`src/logic/css_pkg.sv`:
```
// constants, state codes and stroke word layout for the character stroke sequencer
// assumes a single 20 MHz clock and a synchronous active-high reset
`default_nettype none
package css_pkg;
    // clock and travel timing
    localparam int CLK_NS = 50;
    localparam int STEP_NS = 100;
    localparam int STEP_CYC = (STEP_NS + CLK_NS - 1) / CLK_NS;
    localparam int NL_NS = 2000;
    localparam int NL_CYC = (NL_NS + CLK_NS - 1) / CLK_NS;
    localparam int DLY_W = 8;
    // stroke counter
    localparam logic [2:0] CNT_ZERO = 3'h0;
    localparam logic [2:0] CNT_LAST = 3'h7;
    // cursor underline
    localparam logic [2:0] CSR_X_ODD = 3'h6;
    localparam logic [2:0] CSR_X_EVEN = 3'h0;
    localparam logic [2:0] CSR_Y = 3'h0;
    localparam logic [2:0] CSR_END_CNT = 3'h5;
    // stroke word fields
    localparam int WORD_W = 8;
    localparam int SW_END = 7;
    localparam int SW_BLANK = 6;
    localparam int SW_X_HI = 5;
    localparam int SW_X_LO = 3;
    localparam int SW_Y_HI = 2;
    localparam int SW_Y_LO = 0;
    typedef logic [WORD_W-1:0] css_word_t;
    // main beam geometry
    localparam int POS_W = 10;
    localparam logic [POS_W-1:0] X_SP_NORM = 10'h010;
    localparam logic [POS_W-1:0] X_SP_LARGE = 10'h018;
    localparam logic [POS_W-1:0] Y_SP_NORM = 10'h020;
    localparam logic [POS_W-1:0] Y_SP_LARGE = 10'h030;
    localparam logic [POS_W:0] X_LIMIT = 11'h3F0;
    localparam logic [POS_W-1:0] X_HOME = 10'h000;
    localparam logic [POS_W-1:0] Y_TOP = 10'h3E0;
    // character sequencer states
    typedef enum logic [5:0] {
        S_IDLE = 6'h01,
        S_DRAW = 6'h02,
        S_CURSOR = 6'h04,
        S_CHECK = 6'h08,
        S_NEWL = 6'h10,
        S_MOVE = 6'h20
    } css_state_e;
endpackage
`default_nettype wire

```
`src/logic/css_word_if.sv`:
```
// stroke word handshake between the sequencer and its output buffer
// assumes both ends run on the same clock
`default_nettype none
interface css_word_if;
    logic valid;
    logic ready;
    css_pkg::css_word_t data;
    modport src (output valid, output data, input ready);
    modport snk (input valid, input data, output ready);
endinterface
`default_nettype wire

```
`src/logic/css_buf2.sv`:
```
// two-entry stroke word buffer with valid and ready on both sides
// assumes the filling side holds its word while ready is low
`default_nettype none
module css_buf2 (
    input wire logic clk_in,
    input wire logic reset_in,
    css_word_if.snk fill,
    css_word_if.src drain
);
    typedef struct packed {
        css_pkg::css_word_t [1:0] mem;
        logic head;
        logic [1:0] cnt;
    } css_buf_s;

    css_buf_s s_r;
    css_buf_s s_nxt;
    logic push;
    logic pop;

    ////////////////////////////////////////////////////////////////////////
    // handshakes
    assign fill.ready = (s_r.cnt != 2'h2);
    assign drain.valid = (s_r.cnt != 2'h0);
    assign drain.data = s_r.mem[s_r.head];
    assign push = fill.valid && fill.ready;
    assign pop = drain.valid && drain.ready;

    ////////////////////////////////////////////////////////////////////////
    // next state
    always_comb begin
        s_nxt = s_r;
        if (push) begin
            s_nxt.mem[s_r.head ^ s_r.cnt[0]] = fill.data;
        end
        if (pop) begin
            s_nxt.head = ~s_r.head;
        end
        s_nxt.cnt = s_r.cnt + {1'b0, push} - {1'b0, pop};
    end

    always_ff @(posedge clk_in) begin
        if (reset_in) begin
            s_r <= '0;
        end else begin
            s_r <= s_nxt;
        end
    end
endmodule
`default_nettype wire

```
`src/logic/css_top.sv`:
```
// stroke counter, stroke register and character sequencer of a stroke character generator
// assumes stroke timer, character analysis and converters share sys_clk_in
`default_nettype none
// What this block does
// - a 3-bit counter 0..7 plus first-stroke latch sequences up to nine strokes
// - stroke counter advances each time the stroke sampling pulse ends
// - first stroke of each character comes from the first-stroke latch
// - final stroke carries an end marker that starts the character ending sequence
// - counter reaching 7 clears the ninth-stroke hold; next step wraps to zero
// - count zero with hold clear enables stroke nine, which presents an end bit
// - decoding-complete latch sets the hold again, dropping the end bit
// - end bit on a later stroke starts ending and returns counter to zero
// - single-stroke character leaves counter alone; first sample clears first latch
// - stroke register holds X, Y, blank and end bits for the yoke converters
// - next beam position is computed in the check state after the character (and any cursor) is drawn
// - codes are fetched by service cycles or buffer cycles per source
// - found code starts drawing and stores spacing from the size multiplier
// - on deflection permit, no overflow loads X add and waits travel delay
// - X overflow forces a new line and stores the downward step
// - new line without underflow steps Y down and clears X to the margin
// - Y underflow places the next matrix at the upper-left corner
// - beam in place sets deflection-complete, letting strokes start
// - a blank code is positioned exactly like a printable character
// - cursor bit after drawing defers overflow check and connects the cursor
// - cursor strokes 1,3,5 go to X6 Y0, 2,4,6 to X0 Y0, end on 6
// - after the cursor the deferred checks run and the beam moves on
// - strokes are unblanked unless the blank bit is present
module css_top (
    input wire logic sys_clk_in,
    input wire logic reset_in,
    input wire logic decode_timing_pulse_in,
    input wire logic char_valid_in,
    input wire logic char_cursor_in,
    input wire logic char_newline_in,
    input wire logic size_multiplier_latch_in,
    input wire logic buffer_mode_in,
    input wire logic sample_end_in,
    input wire logic [2:0] stroke_x_in,
    input wire logic [2:0] stroke_y_in,
    input wire logic stroke_blank_in,
    input wire logic stroke_end_in,
    input wire logic dac_ready_in,
    output logic sample_ready_out,
    output logic start_draw_out,
    output logic fetch_service_out,
    output logic fetch_buffer_out,
    output logic first_stroke_out,
    output logic [2:0] stroke_count_out,
    output logic stroke_nine_out,
    output logic cursor_connect_out,
    output logic deflection_complete_out,
    output logic [9:0] x_defl_out,
    output logic [9:0] y_defl_out,
    output logic [7:0] stroke_reg_out,
    output logic dac_valid_out,
    output logic [2:0] dac_x_out,
    output logic [2:0] dac_y_out,
    output logic dac_blank_out,
    output logic dac_end_out
);
    typedef struct packed {
        css_pkg::css_state_e fsm;
        logic first;
        logic [2:0] cnt;
        logic hold9;
        logic end_l;
        logic dec_done;
        logic cursor_conn;
        logic csr_pend;
        logic nl_pend;
        logic big;
        logic start_p;
        logic fetch_s;
        logic fetch_b;
        logic defl_done;
        logic [css_pkg::POS_W-1:0] x_sum;
        logic [css_pkg::POS_W-1:0] y_sum;
        logic [css_pkg::POS_W-1:0] x_defl;
        logic [css_pkg::POS_W-1:0] y_defl;
        logic [css_pkg::DLY_W-1:0] dly;
        css_pkg::css_word_t stroke_reg;
    } css_top_s;

    css_top_s s_r;
    css_top_s s_nxt;
    css_pkg::css_word_t word;
    logic stroke9;
    logic take;
    logic accept;
    logic overflow;

    css_word_if fill_if ();
    css_word_if drain_if ();

    ////////////////////////////////////////////////////////////////////////
    // cursor stroke pattern
    function automatic css_pkg::css_word_t cursor_word(input logic first,
                                                       input logic [2:0] cnt);
        css_pkg::css_word_t w;
        w = '0;
        w[css_pkg::SW_X_HI:css_pkg::SW_X_LO] =
            cnt[0] ? css_pkg::CSR_X_EVEN : css_pkg::CSR_X_ODD;
        w[css_pkg::SW_Y_HI:css_pkg::SW_Y_LO] = css_pkg::CSR_Y;
        w[css_pkg::SW_END] = !first && (cnt == css_pkg::CSR_END_CNT);
        return w;
    endfunction

    ////////////////////////////////////////////////////////////////////////
    // stroke selection
    assign stroke9 = !s_r.first && (s_r.cnt == css_pkg::CNT_ZERO) && !s_r.hold9;
    assign take = sample_end_in && fill_if.ready && !s_r.end_l
        && (s_r.fsm == css_pkg::S_DRAW || s_r.fsm == css_pkg::S_CURSOR);
    assign accept = (s_r.fsm == css_pkg::S_IDLE) && decode_timing_pulse_in && char_valid_in;
    assign overflow = s_r.nl_pend
        || ({1'b0, s_r.x_defl} + {1'b0, s_r.x_sum} > css_pkg::X_LIMIT);

    always_comb begin
        if (s_r.cursor_conn) begin
            word = cursor_word(s_r.first, s_r.cnt);
        end else begin
            word = '0;
            word[css_pkg::SW_END] = stroke_end_in || stroke9;
            word[css_pkg::SW_BLANK] = stroke_blank_in;
            word[css_pkg::SW_X_HI:css_pkg::SW_X_LO] = stroke9 ? 3'h0 : stroke_x_in;
            word[css_pkg::SW_Y_HI:css_pkg::SW_Y_LO] = stroke9 ? 3'h0 : stroke_y_in;
        end
    end

    assign fill_if.valid = take;
    assign fill_if.data = word;
    assign sample_ready_out = fill_if.ready;

    ////////////////////////////////////////////////////////////////////////
    // next state
    always_comb begin
        s_nxt = s_r;
        s_nxt.start_p = 1'b0;
        s_nxt.fetch_s = 1'b0;
        s_nxt.fetch_b = 1'b0;
        // stroke counter and latches
        if (take) begin
            s_nxt.stroke_reg = word;
            s_nxt.first = 1'b0;
            if (word[css_pkg::SW_END]) begin
                s_nxt.end_l = 1'b1;
                if (!s_r.first) begin
                    s_nxt.cnt = css_pkg::CNT_ZERO;
                end
            end else begin
                s_nxt.cnt = s_r.cnt + 3'h1;
                if (s_r.cnt + 3'h1 == css_pkg::CNT_LAST) begin
                    s_nxt.hold9 = 1'b0;
                end
            end
        end
        if (s_r.end_l) begin
            s_nxt.dec_done = 1'b1;
        end
        if (s_r.dec_done) begin
            s_nxt.hold9 = 1'b1;
        end
        // character sequencer
        unique case (s_r.fsm)
            css_pkg::S_IDLE: begin
                if (accept) begin
                    s_nxt.fetch_s = !buffer_mode_in;
                    s_nxt.fetch_b = buffer_mode_in;
                    s_nxt.big = size_multiplier_latch_in;
                    s_nxt.x_sum = size_multiplier_latch_in ?
                        css_pkg::X_SP_LARGE : css_pkg::X_SP_NORM;
                    s_nxt.csr_pend = char_cursor_in;
                    s_nxt.nl_pend = char_newline_in;
                    s_nxt.defl_done = 1'b0;
                    if (char_newline_in) begin
                        s_nxt.fsm = css_pkg::S_CHECK;
                    end else begin
                        s_nxt.start_p = 1'b1;
                        s_nxt.first = 1'b1;
                        s_nxt.cnt = css_pkg::CNT_ZERO;
                        s_nxt.hold9 = 1'b1;
                        s_nxt.end_l = 1'b0;
                        s_nxt.dec_done = 1'b0;
                        s_nxt.fsm = css_pkg::S_DRAW;
                    end
                end
            end
            css_pkg::S_DRAW: begin
                if (s_r.end_l && s_r.csr_pend) begin
                    s_nxt.csr_pend = 1'b0;
                    s_nxt.cursor_conn = 1'b1;
                    s_nxt.start_p = 1'b1;
                    s_nxt.first = 1'b1;
                    s_nxt.cnt = css_pkg::CNT_ZERO;
                    s_nxt.hold9 = 1'b1;
                    s_nxt.end_l = 1'b0;
                    s_nxt.dec_done = 1'b0;
                    s_nxt.fsm = css_pkg::S_CURSOR;
                end else if (s_r.end_l) begin
                    s_nxt.fsm = css_pkg::S_CHECK;
                end
            end
            css_pkg::S_CURSOR: begin
                if (s_r.end_l) begin
                    s_nxt.cursor_conn = 1'b0;
                    s_nxt.fsm = css_pkg::S_CHECK;
                end
            end
            css_pkg::S_CHECK: begin
                if (overflow) begin
                    s_nxt.y_sum = s_r.big ?
                        css_pkg::Y_SP_LARGE : css_pkg::Y_SP_NORM;
                    s_nxt.fsm = css_pkg::S_NEWL;
                end else begin
                    s_nxt.x_defl = s_r.x_defl + s_r.x_sum;
                    s_nxt.dly = css_pkg::DLY_W'(s_r.x_sum * css_pkg::STEP_CYC);
                    s_nxt.fsm = css_pkg::S_MOVE;
                end
            end
            css_pkg::S_NEWL: begin
                s_nxt.nl_pend = 1'b0;
                s_nxt.x_defl = css_pkg::X_HOME;
                if (s_r.y_defl >= s_r.y_sum) begin
                    s_nxt.y_defl = s_r.y_defl - s_r.y_sum;
                end else begin
                    s_nxt.y_defl = css_pkg::Y_TOP;
                end
                s_nxt.dly = css_pkg::DLY_W'(css_pkg::NL_CYC);
                s_nxt.fsm = css_pkg::S_MOVE;
            end
            css_pkg::S_MOVE: begin
                if (s_r.dly == '0) begin
                    s_nxt.defl_done = 1'b1;
                    s_nxt.fsm = css_pkg::S_IDLE;
                end else begin
                    s_nxt.dly = s_r.dly - css_pkg::DLY_W'(1);
                end
            end
            default: begin
                s_nxt.fsm = css_pkg::S_IDLE;
            end
        endcase
    end

    always_ff @(posedge sys_clk_in) begin
        if (reset_in) begin
            s_r <= '0;
            s_r.fsm <= css_pkg::S_IDLE;
            s_r.hold9 <= 1'b1;
            s_r.defl_done <= 1'b1;
            s_r.y_defl <= css_pkg::Y_TOP;
        end else begin
            s_r <= s_nxt;
        end
    end

    ////////////////////////////////////////////////////////////////////////
    // output buffer toward the converters
    css_buf2 u_buf (
        .clk_in(sys_clk_in),
        .reset_in(reset_in),
        .fill(fill_if.snk),
        .drain(drain_if.src)
    );

    assign drain_if.ready = dac_ready_in;
    assign dac_valid_out = drain_if.valid;
    assign dac_x_out = drain_if.data[css_pkg::SW_X_HI:css_pkg::SW_X_LO];
    assign dac_y_out = drain_if.data[css_pkg::SW_Y_HI:css_pkg::SW_Y_LO];
    assign dac_blank_out = drain_if.data[css_pkg::SW_BLANK];
    assign dac_end_out = drain_if.data[css_pkg::SW_END];

    ////////////////////////////////////////////////////////////////////////
    // status outputs
    assign start_draw_out = s_r.start_p;
    assign fetch_service_out = s_r.fetch_s;
    assign fetch_buffer_out = s_r.fetch_b;
    assign first_stroke_out = s_r.first;
    assign stroke_count_out = s_r.cnt;
    assign stroke_nine_out = stroke9;
    assign cursor_connect_out = s_r.cursor_conn;
    assign deflection_complete_out = s_r.defl_done;
    assign x_defl_out = s_r.x_defl;
    assign y_defl_out = s_r.y_defl;
    assign stroke_reg_out = s_r.stroke_reg;
endmodule
`default_nettype wire

```
`config.mk`:
```
export PLATFORM = sky130hd
export DESIGN_NAME = css_top
export DESIGN_NICKNAME = d
export VERILOG_FILES = /design/src/logic/css_pkg.sv /design/src/logic/css_word_if.sv /design/src/logic/css_buf2.sv /design/src/logic/css_top.sv
export SDC_FILE = /design/constraint.sdc
export NUM_CORES = 1
export LEC_CHECK = 0
export ABC_AREA = 1
export BUFFER_PORTS_ARGS = -buffer_cell sky130_fd_sc_hd__buf_4
export CAP_MARGIN = 20
export CORE_MARGIN = 5
export CORE_UTILIZATION = 52
export DETAILED_ROUTE_END_ITERATION = 7
export PLACE_DENSITY = 0.79
export SYNTH_ARGS = -nofsm -noshare
export SYNTH_HDL_FRONTEND = slang
export SYNTH_HIERARCHICAL = 1
export SYNTH_SLANG_ARGS = --single-unit
```
`constraint.sdc`:
```
create_clock -name sys_clk_in -period 4.4 [get_ports sys_clk_in]
set_input_delay 1.1 -clock sys_clk_in [delete_from_list [all_inputs] [get_ports sys_clk_in]]
set_output_delay 1.1 -clock sys_clk_in [all_outputs]
set_load 0.01 [all_outputs]
```
; Word level (Yosys, flattened, before mapping)
; Index checks and enable logic that the tools add are counted.
[classes]
addsub = 7
n_lt_le_gt_ge = 5
n_eq_ne = 15
n_mux = 45
bitwise_logic = 4
n_reduce_logical = 38
[ops]
columns = operator, n
row1 = $mux W8, 6
row2 = $pmux W6 S6, 1
row3 = $mux W6, 5
row4 = $pmux W8 S3, 1
row5 = $mux W10, 2
row6 = $pmux W10 S2, 1
row7 = $mux W17, 1
row8 = $bwmux W16, 1
row9 = $mux W3, 5
row10 = $pmux W7 S2, 1
row11 = $mux W13, 1
row12 = $logic_and A1 B1 Y1, 12
row13 = $ne A2 B2 Y1 const B, 6
row14 = $reduce_and A3 Y1, 4
row15 = $reduce_bool A2 Y1, 6
row16 = $add A10 B10 Y11, 1
row17 = $gt A11 B10 Y1 const B, 1
row18 = $add A10 B10 Y10, 1
row19 = $ge A10 B10 Y1, 1
row20 = $pmux W1 S2, 5
row21 = $reduce_and A2 Y1, 5
row22 = $sub A10 B10 Y10, 1
row23 = $mux W1, 9
row24 = $mux W9, 1
row25 = 26 further kinds, 36
[word_totals]
ff_bits = 96
input_bits = 18
out_inout_bits = 48
wordCells = 138

; Longest topological paths before layout
; Gate-level depths: netlist of run 1.
[logic_depth]
ltp_word = 11
depth_mapped = 14

; Hierarchy
; The synthesis of run 1 kept the hierarchy.
[by_module_without_submodules]
columns = module, n_inst, cells_each, area_per_inst_um2, seq_area_each_um2
row1 = css_top, 1, 414, 2981.6, 1061.0
row2 = css_buf2, 1, 149, 1004.7, 380.4

; Worst setup path before layout of run 1
; OpenSTA, ideal clock, no wires.
[synth_path]
path_kind = input to register
from = in sample_end_in
to = reg u_buf/s_r[1] (netlist bit)
arrival_time_ns = 2.332
t_required_ns = 4.287
slack_ns = 1.955
stages = 10
path_cell_list = nand4_2 clkinv_1 nand2_4 ha_1 inv_1 ha_1 xor2_1 nand2_1 nand2_1 nor2_1
[synth_between]
elab_chain_len = 6
[synth_lines]
columns = element, line_no
row1 = from (decl), css_top.sv:37  ; input wire logic sample_end_in,
row2 = $logic_and A1 B1 Y1 (2 in a row), css_top.sv:111  ; assign take = sample_end_in && fill_if.ready && !s_r.end_l
row3 = $logic_and A1 B1 Y1, css_top.sv:112  ; && (s_r.fsm == css_pkg::S_DRAW || s_r.fsm == css_pkg::S_CURSOR);
row4 = net fill_if.valid, css_word_if.sv:5  ; logic valid;
row5 = $logic_and A1 B1 Y1, css_buf2.sv:26  ; assign push = fill.valid && fill.ready;
row6 = $add A2 B1 Y2, css_buf2.sv:39  ; s_nxt.cnt = s_r.cnt + {1'b0, push} - {1'b0, pop};
row7 = $sub A2 B1 Y2, css_buf2.sv:39
row8 = to (signal assigned), css_buf2.sv:46  ; s_r <= s_nxt;
row9 = to (decl), css_buf2.sv:16  ; css_buf_s s_r;
; The timed path passes the listed nets, and every way through them passes these cells.
; A chain may end at the register's enable or synchronous reset.

; Final worst setup path of run 1
[layout_path]
from = reg s_r[75] (netlist bit)
to = reg u_buf/s_r[1] (netlist bit)
[layout_between]
elab_chain_len = 6
elab_cells_between_ends = 7
cone_classes = add/sub (2) / eq/ne (2) / reduce/logical (3)
[layout_lines]
columns = element, line_no
row1 = from (decl), css_top.sv:84  ; css_top_s s_r;
row2 = from (signal assigned), css_top.sv:252  ; s_r <= s_nxt;
row3 = $eq A6 B2 Y1 / $eq A6 B3 Y1 (equally long branches), css_top.sv:112
row4 = $logic_or A1 B1 Y1 *, css_top.sv:112
row5 = $logic_and A1 B1 Y1 *, css_top.sv:112
row6 = net fill_if.valid, css_word_if.sv:5
row7 = $logic_and A1 B1 Y1 *, css_buf2.sv:26
row8 = $add A2 B1 Y2 *, css_buf2.sv:39
row9 = $sub A2 B1 Y2 *, css_buf2.sv:39
; The timed path passes the listed nets; every way through them passes the cells marked *.

==> results of run 1 <==
[power by group through the flow]
stage / Clock (mW) / Sequential [mW] / Combinational (mW)
final: 0.523 / 0.684 / 0.156
after global routing: 0.569 / 0.685 / 0.175
after CTS: 0.532 / 0.683 / 0.156
after detailed placement: 0 / 0.699 / 0.155
after global placement: 0 / 0.698 / 0.151
after floorplan: 0 / 0.692 / 0.116
[worst register-to-register path, cell delays in order, from the launching register on]
cell      delay, ns
dfxtp_1        0.35
nor2_1         0.22
nand4_1        0.25
nand2_2        0.15
nand4_2        0.27
clkinv_1       0.31
nand2_4        0.14
ha_1           0.29
inv_1          0.04
ha_1           0.18
xor2_1         0.19
nand2_1        0.08
nand2_1        0.07
nor2_1         0.06
[area by class of cell]
cell class	count	area (µm²)
clock inverters	6	68.82
flip-flops and latches	72	1441
multi-input cells	387	2008
inverters	70	262.8
clock buffers	10	127.6
well taps	102	127.6
repair buffers	58	435.4
fillers	707	3136
[sequential cells by signal (all words and copies together), names as in the netlist]
name and flops:
stroke_reg_out 8, cursor_connect_out 1, x_defl_out 7, fetch_buffer_out 1, fetch_service_out 1, start_draw_out 1, deflection_complete_out 1, u_buf/s_r 19
s_r 23, first_stroke_out 1, stroke_count_out 3, y_defl_out 6
[stage by stage]
step                      power (mW)  cells  setup WS (ns)  hold WS (ns)
after global routing           1.429    705          1.499        0.4903
after detailed placement      0.8535    689          1.385        0.4392
after floorplan               0.8084    569          1.955        0.4197
after global placement        0.8492    689          1.532        0.4345
final                          1.362    705          1.694        0.4551
after CTS                      1.371    705          1.702        0.4546
[logic make-up (layout without fill, tap and decap cells)]
family / count (synthesis) / count (layout) / synth area share
AO/OA/AOI/OAI: 57 / 57 / 0.09040
XOR/XNOR: 7 / 7 / 0.01538
adder cells (fa/ha/maj): 13 / 13 / 0.04457
buffers and inverters: 110 / 144 / 0.1403
flip-flops: 72 / 72 / 0.3616
other: 1 / 7 / 0.0009407
AND/OR/NAND/NOR: 303 / 303 / 0.3468
[placed cells by master (no fill, tap or decap), types with 2 or more instances in the layout]
master	instances
nor2_1	108
clkbuf_8	9
xor2_1	5
inv_1	64
fa_1	2
a22oi_1	2
o21bai_1	2
dfxtp_1	72
clkinv_4	2
nor2_4	3
nand4_1	8
nand2_2	7
xnor2_1	2
nand2_1	108
nor2_8	2
nand3_1	48
clkinv_1	2
inv_2	4
conb_1	7
nor3_1	3
buf_4	58
o21ai_0	22
ha_1	11
nand2_4	5
a21oi_1	19
nor2_2	6
nand3_2	2
[synth_stat cells (all sizes together)]
master,instances,area [µm²]
nand4,9,62.56
a221o,1,10.01
o211ai,1,7.510
nand2,120,505.5
a2111oi,1,27.53
a31oi,1,6.260
a41oi,1,8.760
buf,36,281.5
dfxtp,72,1441
inv,68,255.2
nand3,50,260.3
o21ai,24,123.9
a22oi,2,15.01
o221ai,1,8.760
a21oi,20,111.4
xnor2,2,17.52
clkinv,2,7.510
or2,1,6.260
fa,2,40.04
a211oi,1,7.510
nor2,119,516.8
nor3,4,31.28
xor2,5,43.79
conb,1,3.750
o21bai,3,26.27
clkbuf,4,15.01
ha,11,137.6
o21a,1,7.510
[how the worst max path moves through the flow]
| stage | end | start | depth (start not counted) |
|---|---|---|---|
| after floorplan | u_buf/s_r[1]$_SDFF_PP0_ | sample_end_in | 10 |
| after global placement | u_buf/s_r[1]$_SDFF_PP0_ | sample_end_in | 11 |
| after detailed placement | u_buf/s_r[1]$_SDFF_PP0_ | sample_end_in | 11 |
| after CTS | u_buf/s_r[1]$_SDFF_PP0_ | s_r[75]$_SDFFE_PP0P_ | 13 |
| after global routing | u_buf/s_r[1]$_SDFF_PP0_ | s_r[75]$_SDFFE_PP0P_ | 13 |
| final | u_buf/s_r[1]$_SDFF_PP0_ | s_r[75]$_SDFFE_PP0P_ | 13 |
[per-layer routing]
| metal | track usage | wire [µm] | up-vias |
|---|---|---|---|
| met5 | 0 | 0 | - |
| met4 | 0.08200 | 232 | 0 |
| met3 | 0.04379 | 424 | 19 |
| met2 | 0.2847 | 4034 | 96 |
| met1 | 0.2300 | 3867 | 1603 |
| li1 | - | - | 1811 |
==> results by group, run 1 <==
Run status
  • Run status: finished, final reports clean

Timing
  • Final hold violations: 0
  • Period minus WS final: about 2.7 ns
  • Relative slew slack: 0.6585
  • Worst Clk Skew: around 0.0095 ns
  • Worst-Margin Slew: between 0.5 and 0.6 ns
  • Unrepaired setup endpoints after global routing: no
  • Crit share post-route: 0.6151
  • Slew Viols, Final: 0
  • Setup_tns: 0 ns
  • Achievable Freq: approximately 370 MHz
  • Setup violations, final: 0

Placed design
  • Area after DPL: around 0.0043 mm²
  • Hpwl dp: between 6000 and 7000 µm
  • IO buf count: 58
  • Placer Congestion: roughly 0.86

Floorplan
  • Cell Rows: 32
  • I/O pins: 66
  • Die Y: 97.56 µm
  • Chip width: 97.56 µm
  • Core area: around 0.0076 mm²
  • Initial core utilization: 0.5240
  • Die area: between 0.009 and 0.01 mm²

Finish
  • Post-layout util: 0.5878
  • Layout cells sized above 1: 0.1808
  • Ant diodes: 0
  • Layout area overhead: 12.18%
  • Post-Layout Inst Area: roughly 0.0045 mm²
  • Final nets: ~630

Clock network
  • Clock Root Buffer: clkbuf_8
  • Number of clock buffers inserted by TritonCTS: 9
  • CTS tree: yes
  • H-tree depth: 3
  • Longest Clk Path Bufs: 2
  • CTS clk-pin slew, worst paths: 0.08 ns
  • Post-CTS setup buffers: 0
  • Clock sinks: 72
  • Cts hold-fix bufs: 0
  • Gates resized, CTS repair: 0
  • Clock Latency Late Sink: about 0.36 ns

Power and ir drop
  • Power Density: between 300 and 400 mW/mm²
  • Switching Fraction: 0.2774
  • Leak Pwr: roughly 2.2 nW
  • Max VDD drop: between 100 and 150 µV
  • Seq pwr share: 0.502
  • Psw: roughly 0.38 mW
  • Internal power: 0.9843 mW
  • Comb pwr share: 0.114
  • Clock Power Share: 0.384

Hold path
  • Hold path depth: 2
  • Hold path endpoint: s_r[66]$_SDFF_PP1_
  • Hold Path Origin: s_r[66]$_SDFF_PP1_
  • Min-Delay Path Class: reg -> reg

Critical path
  • Max FO, Critical Path: 11
  • Delay of the slowest cell on the worst path: approximately 0.35 ns
  • Reg-to-reg startpoint: s_r[75]$_SDFFE_PP0P_
  • Worst reg2reg path depth: 13
  • WP data arrival: between 2 and 3 ns
  • CP max-delay cell: dfxtp_1
  • Buf+Inv Stages, Crit Path: 2
  • Required time worst endpoint: 4.65 ns
  • CP cell instances: nor2_1 -> nand4_1 -> nand2_2 -> nand4_2 -> clkinv_1 -> nand2_4 -> ha_1 -> inv_1 -> ha_1 -> xor2_1 -> nand2_1 -> nand2_1 -> nor2_1
  • Worst path top cell family by delay: simple AND/OR/NAND/NOR gates
  • Critical Path End Type: flip-flop
  • R2R setup slack: ~1.7 ns
  • Worst Setup Path Type: reg -> reg
  • Setup crit start kind: flip-flop
  • Worst r2r dst: u_buf/s_r[1]$_SDFF_PP0_

GRT
  • Pin count of the biggest net entering global routing: 26
  • Vias in the first global route: 3237
  • First-pass GRT wire length: 14250 µm
  • Total GRT Usage: 0.1795
  • Total gr overflow: 0
  • Initial antenna violation count: 0

Yosys
  • Synthesized cell area: approximately 0.0040 mm²
  • Gate Count Post-Synth: between 500 and 600
  • Yosys reg bits: a little over 70
  • Seq/Total Area, Yosys: 0.3616
  • Mapped Avg Cell Area: around 7 µm²
  • Synth warnings: 6
  • Distinct cells, synth: 43

Routing
  • Vias per inst: roughly 5
  • Initial detailed-routing violation count: between 100 and 150
  • Via count: roughly 3500
  • Drt total wl: between 8000 and 9000 µm
  • Average wire per standard cell: 12.14 µm
  • Routed Antenna Nets: 0
  • DRC violations left: 0
  • DR pass1 iterations: 4

Run
  • Maxcap violations: 0
Note: power is estimated with default switching activity, not from simulation.
==> inputs of run 2 (changes only) <==
ABC_AREA = 0   (was 1)
PLACE_DENSITY = 0.81   (was 0.79)
clock period = 2.3 ns   (was 4.4 ns; I/O delays follow)
==> run 2 against run 1 <==
Net effect:
- final area up 20%
- sequential cell count unchanged
- die area up 5.9%
- critical endpoint unchanged
- sequential share of layout area down 5.0 points
- global-route usage up 3.9 points
- the run now ends with setup timing left
- register-to-register slack worse by 1.8 ns
- setup slack worse by 1.8 ns
- cell count down 0.43%
- first-iteration DRC count up 67%
- combinational power rose to 4.3 times the previous value
- clock power up 110%
==> results by group, run 2 <==
Yosys
  • Synthesized cell area: 0.004248 mm² (+6.6%)
  • Mapped Avg Cell Area: 8.232 µm² (+16%)
  • Post-synthesis cell type with the largest combined area: dfxtp_1
  • Yosys reg bits: 72 (unchanged)
  • Post-synth EDFFs: 0 (unchanged)
  • Seq/Total Area, Yosys: 0.3393 (-0.02226)
  • Distinct cells, synth: 63 (+47%)
  • Gate Count Post-Synth: 516 (-8.3%)
  • Most common cell in the netlist: dfxtp_1
  • Post-synth top area share: 0.3393 (-0.02226)
  • Synth top cells by count: 72 x dfxtp_1, 48 x nand2_1, 43 x a21oi_1, 34 x nor2_1, 32 x buf_4
  • Synth warnings: 6 (unchanged)
  • Ys async rst share: 0 (unchanged)
  • Ranking of synthesized cells by area: dfxtp_1 34%, buf_4 5.7%, a21oi_1 5.1%
  • Post-synth top flop: dfxtp_1

Placed design
  • Pre-CTS setup slack: -0.1105 ns (-1.495 ns)
  • Placer Congestion: 0.9233 (+7.5%)
  • IO buf count: 58 (unchanged)
  • Area after DPL: 0.004870 mm² (+14%)
  • Hpwl dp: 7676 µm (+21%)

Clock network
  • CTS tree: yes
  • Longest Clk Path Bufs: 2 (unchanged)
  • Clock Root Buffer: clkbuf_8
  • Clock sinks: 72 (unchanged)
  • Cts hold-fix bufs: 0 (unchanged)
  • H-tree depth: 3 (unchanged)
  • CTS clk-pin slew, worst paths: 0.08 ns (about the same)
  • Clock Latency Late Sink: 0.36 ns (about the same)
  • Number of clock buffers inserted by TritonCTS: 9 (unchanged)

Floorplan
  • Die Y: 100.4 µm (+2.9%)
  • Initial core utilization: 0.5249 (+0.0008786)
  • Core area: 0.008093 mm² (+6.4%)
  • Cell Rows: 33 (+3.1%)
  • Chip width: 100.4 µm (+2.9%)
  • Die area: 0.01008 mm² (+5.9%)
  • I/O pins: 66 (unchanged)

Finish
  • Commonest non-fill, non-tap cell in the layout: buf_4
  • Final nets: 623 (-0.95%)
  • Most frequent cells in the layout: 116 x buf_4, 66 x dfxtp_1, 47 x nand2_1
  • Max FFs per register: 23 (unchanged)
  • Post-Layout Inst Area: 0.005351 mm² (+20%)
  • Layout area overhead: 25.98%
  • Layout cells sized above 1: 0.3484 (+0.1676)
  • Ant diodes: 0 (unchanged)
  • Biggest register: s_r

Timing
  • Unrepaired setup endpoints after global routing: yes
  • Final hold violations: 0 (unchanged)
  • Worst hold slack: 0.4013 ns (-0.05377 ns)
  • Period minus WS final: 2.381 ns (-0.3254 ns)
  • Setup WS post-layout: -0.08106 ns (-1.775 ns)
  • Worst Clk Skew: 0.009502 ns (+0.00001723 ns)
  • Setup violations, final: 8 (+8)
  • Crit share post-route: 1.035 (+0.4201)
  • Worst-Margin Slew: 0.5746 ns (+0.06305 ns)
  • Slew Viols, Final: 0 (unchanged)
  • Relative slew slack: 0.6134 (-0.04510)
  • Achievable Freq: 420.0 MHz (+14%)

Routing
  • Drt total wl: 11040 µm (+29%)
  • DR pass1 iterations: 4 (unchanged)
  • Via count: 4024 (+14%)
  • DRC violations left: 0 (unchanged)
  • Initial detailed-routing violation count: 247 (+67%)
  • Average wire per standard cell: 15.72 µm (+30%)
  • Routed Antenna Nets: 0 (unchanged)
  • Vias per inst: 5.732 (+15%)

GRT
  • Total gr overflow: 0 (unchanged)
  • Met3 usage: 0.04448 (+0.0006849)
  • First-pass GRT wire length: 18150 µm (+27%)
  • Vias in the first global route: 3962 (+22%)
  • M1 GR Usage: 0.2795 (+0.04957)
  • Pin count of the biggest net entering global routing: 44 (+69%)
  • Initial antenna violation count: 0 (unchanged)
  • Total GRT Usage: 0.2189 (+0.03935)
  • GR peak layer: met2
  • GR Layer Usage met2: 0.3629 (+0.07824)

Run status
  • Failing checks: setup timing
  • Run status: finished with violations

Critical path
  • CP cell instances: or4_4 -> or4_4 -> inv_4 -> nand2_4 -> ha_4 -> inv_2 -> ha_4 -> xor2_2 -> and2_1 -> nor3_2
  • Reg-to-reg startpoint: s_r[71]$_SDFFE_PP1P_
  • Max FO, Critical Path: 4 (-7)
  • WP data arrival: 2.67 ns (-0.29 ns)
  • Crit path launch: s_r[71]$_SDFFE_PP1P_
  • Setup crit start kind: flip-flop
  • Worst Setup Path Type: reg -> reg
  • Critical Path End Type: flip-flop
  • Required time worst endpoint: 2.59 ns (-2.06 ns)
  • CP max-delay cell: or4_4
  • Delay of the slowest cell on the worst path: 0.53 ns (+0.18 ns)

Power and ir drop
  • Max VDD drop: 336.1 µV (+150%)
  • Power Density: 575.8 mW/mm² (+89%)
  • Leak Pwr: 2.220 nW (+2.8%)

Hold path
  • Min-Delay Path Class: in -> reg
  • Hold Path Origin: buffer_mode_in

Run
  • Maxcap violations: 0 (unchanged)
## run 2: cell count changes after synthesis, moves of 12 or more
| cell | before | now |
|---|---|---|
| nand3_1 | 48 | 11 |
| a211oi_1 | 1 | 16 |
| o21bai_1 | 2 | 24 |
| nor2_1 | 108 | 34 |
| nand2_1 | 108 | 48 |
| a21oi_1 | 19 | 43 |
| clkbuf_1 | 4 | 16 |
| inv_1 | 64 | 14 |
## run 2: power breakdown
| group | total (mW) | internal, mW | leakage, nW | switching, mW |
|---|---|---|---|---|
| clock network | 1.11 | 0.610 | 0.101 | 0.505 |
| logic | 0.670 | 0.300 | 1.53 | 0.370 |
| registers | 1.30 | 1.27 | 0.584 | 0.0266 |
## run 2: logic make-up (layout without fill, tap and decap cells)
logic type | Yosys count | count (layout) | share of synthesized area
other cells | 1 | 7 | 0.0008828
xor+xnor | 12 | 12 | 0.02474
mux | 10 | 10 | 0.02592
buf+inv | 76 | 151 | 0.1060
compound gates | 148 | 148 | 0.2253
flops | 72 | 72 | 0.3393
fa+ha+maj | 13 | 13 | 0.04183
simple gates | 184 | 184 | 0.2359
## run 2: layer usage
| metal | vias to the layer above | part of all wire |
|---|---|---|
| met3 | 14 | 0.062 |
| met4 | 0 | 0.015 |
| met1 | 1930 | 0.43 |
| met5 | - | 0 |
| met2 | 119 | 0.49 |
| li1 | 1961 | - |
## run 2: final timing paths
path         cells after the start  slack (ns)                             end
max reg2reg                     10       -0.08         u_buf/s_r[1]$_SDFF_PP0_
min reg2reg                      2        0.46  stroke_reg_out[3]$_SDFFE_PP0N_
max                             10       -0.08         u_buf/s_r[1]$_SDFF_PP0_
min                              2        0.40    fetch_service_out$_SDFF_PP0_
## run 2: final cells by class
class / instances / area (µm²)
inverter: 16 / 62.56
fill: 644 / 2741
tap: 105 / 131.4
sequential: 72 / 1456
timing repair buffer: 119 / 913.4
clock buffer: 9 / 123.9
multi-input combinational: 374 / 2567
clock inverter: 7 / 96.34
## run 2: repair_timing
| item | in CTS | in global routing |
|---|---|---|
| buffers inserted | 8 | 6 |
| pin swaps | 1 | 7 |
| endpoints found under the hold margin | 0 | 0 |
| setup endpoints to repair | 19 | 26 |
| resized for setup | 14 | 26 |
## run 2: through the flow
| step | instances | util | TNS, ns | power (mW) |
|---|---|---|---|---|
| after CTS | 696 | 0.6421 | -0.1866 | 3.058 |
| after global placement | 672 | 0.6017 | -0.1375 | 1.906 |
| after floorplan | 522 | - | -2.631 | 1.768 |
| after global routing | 702 | 0.6613 | -1.267 | 3.224 |
| after detailed placement | 672 | 0.6017 | -0.9889 | 1.928 |
| final | 702 | 0.6613 | -0.2505 | 3.081 |
## run 2: worst max-delay path: cells and delay by family (launching register included)
kind,cells,cell delay [ns]
buf+inv,2,0.13
flops,1,0.32
simple gates,5,1.31
fa+ha+maj,2,0.41
xor+xnor,1,0.14
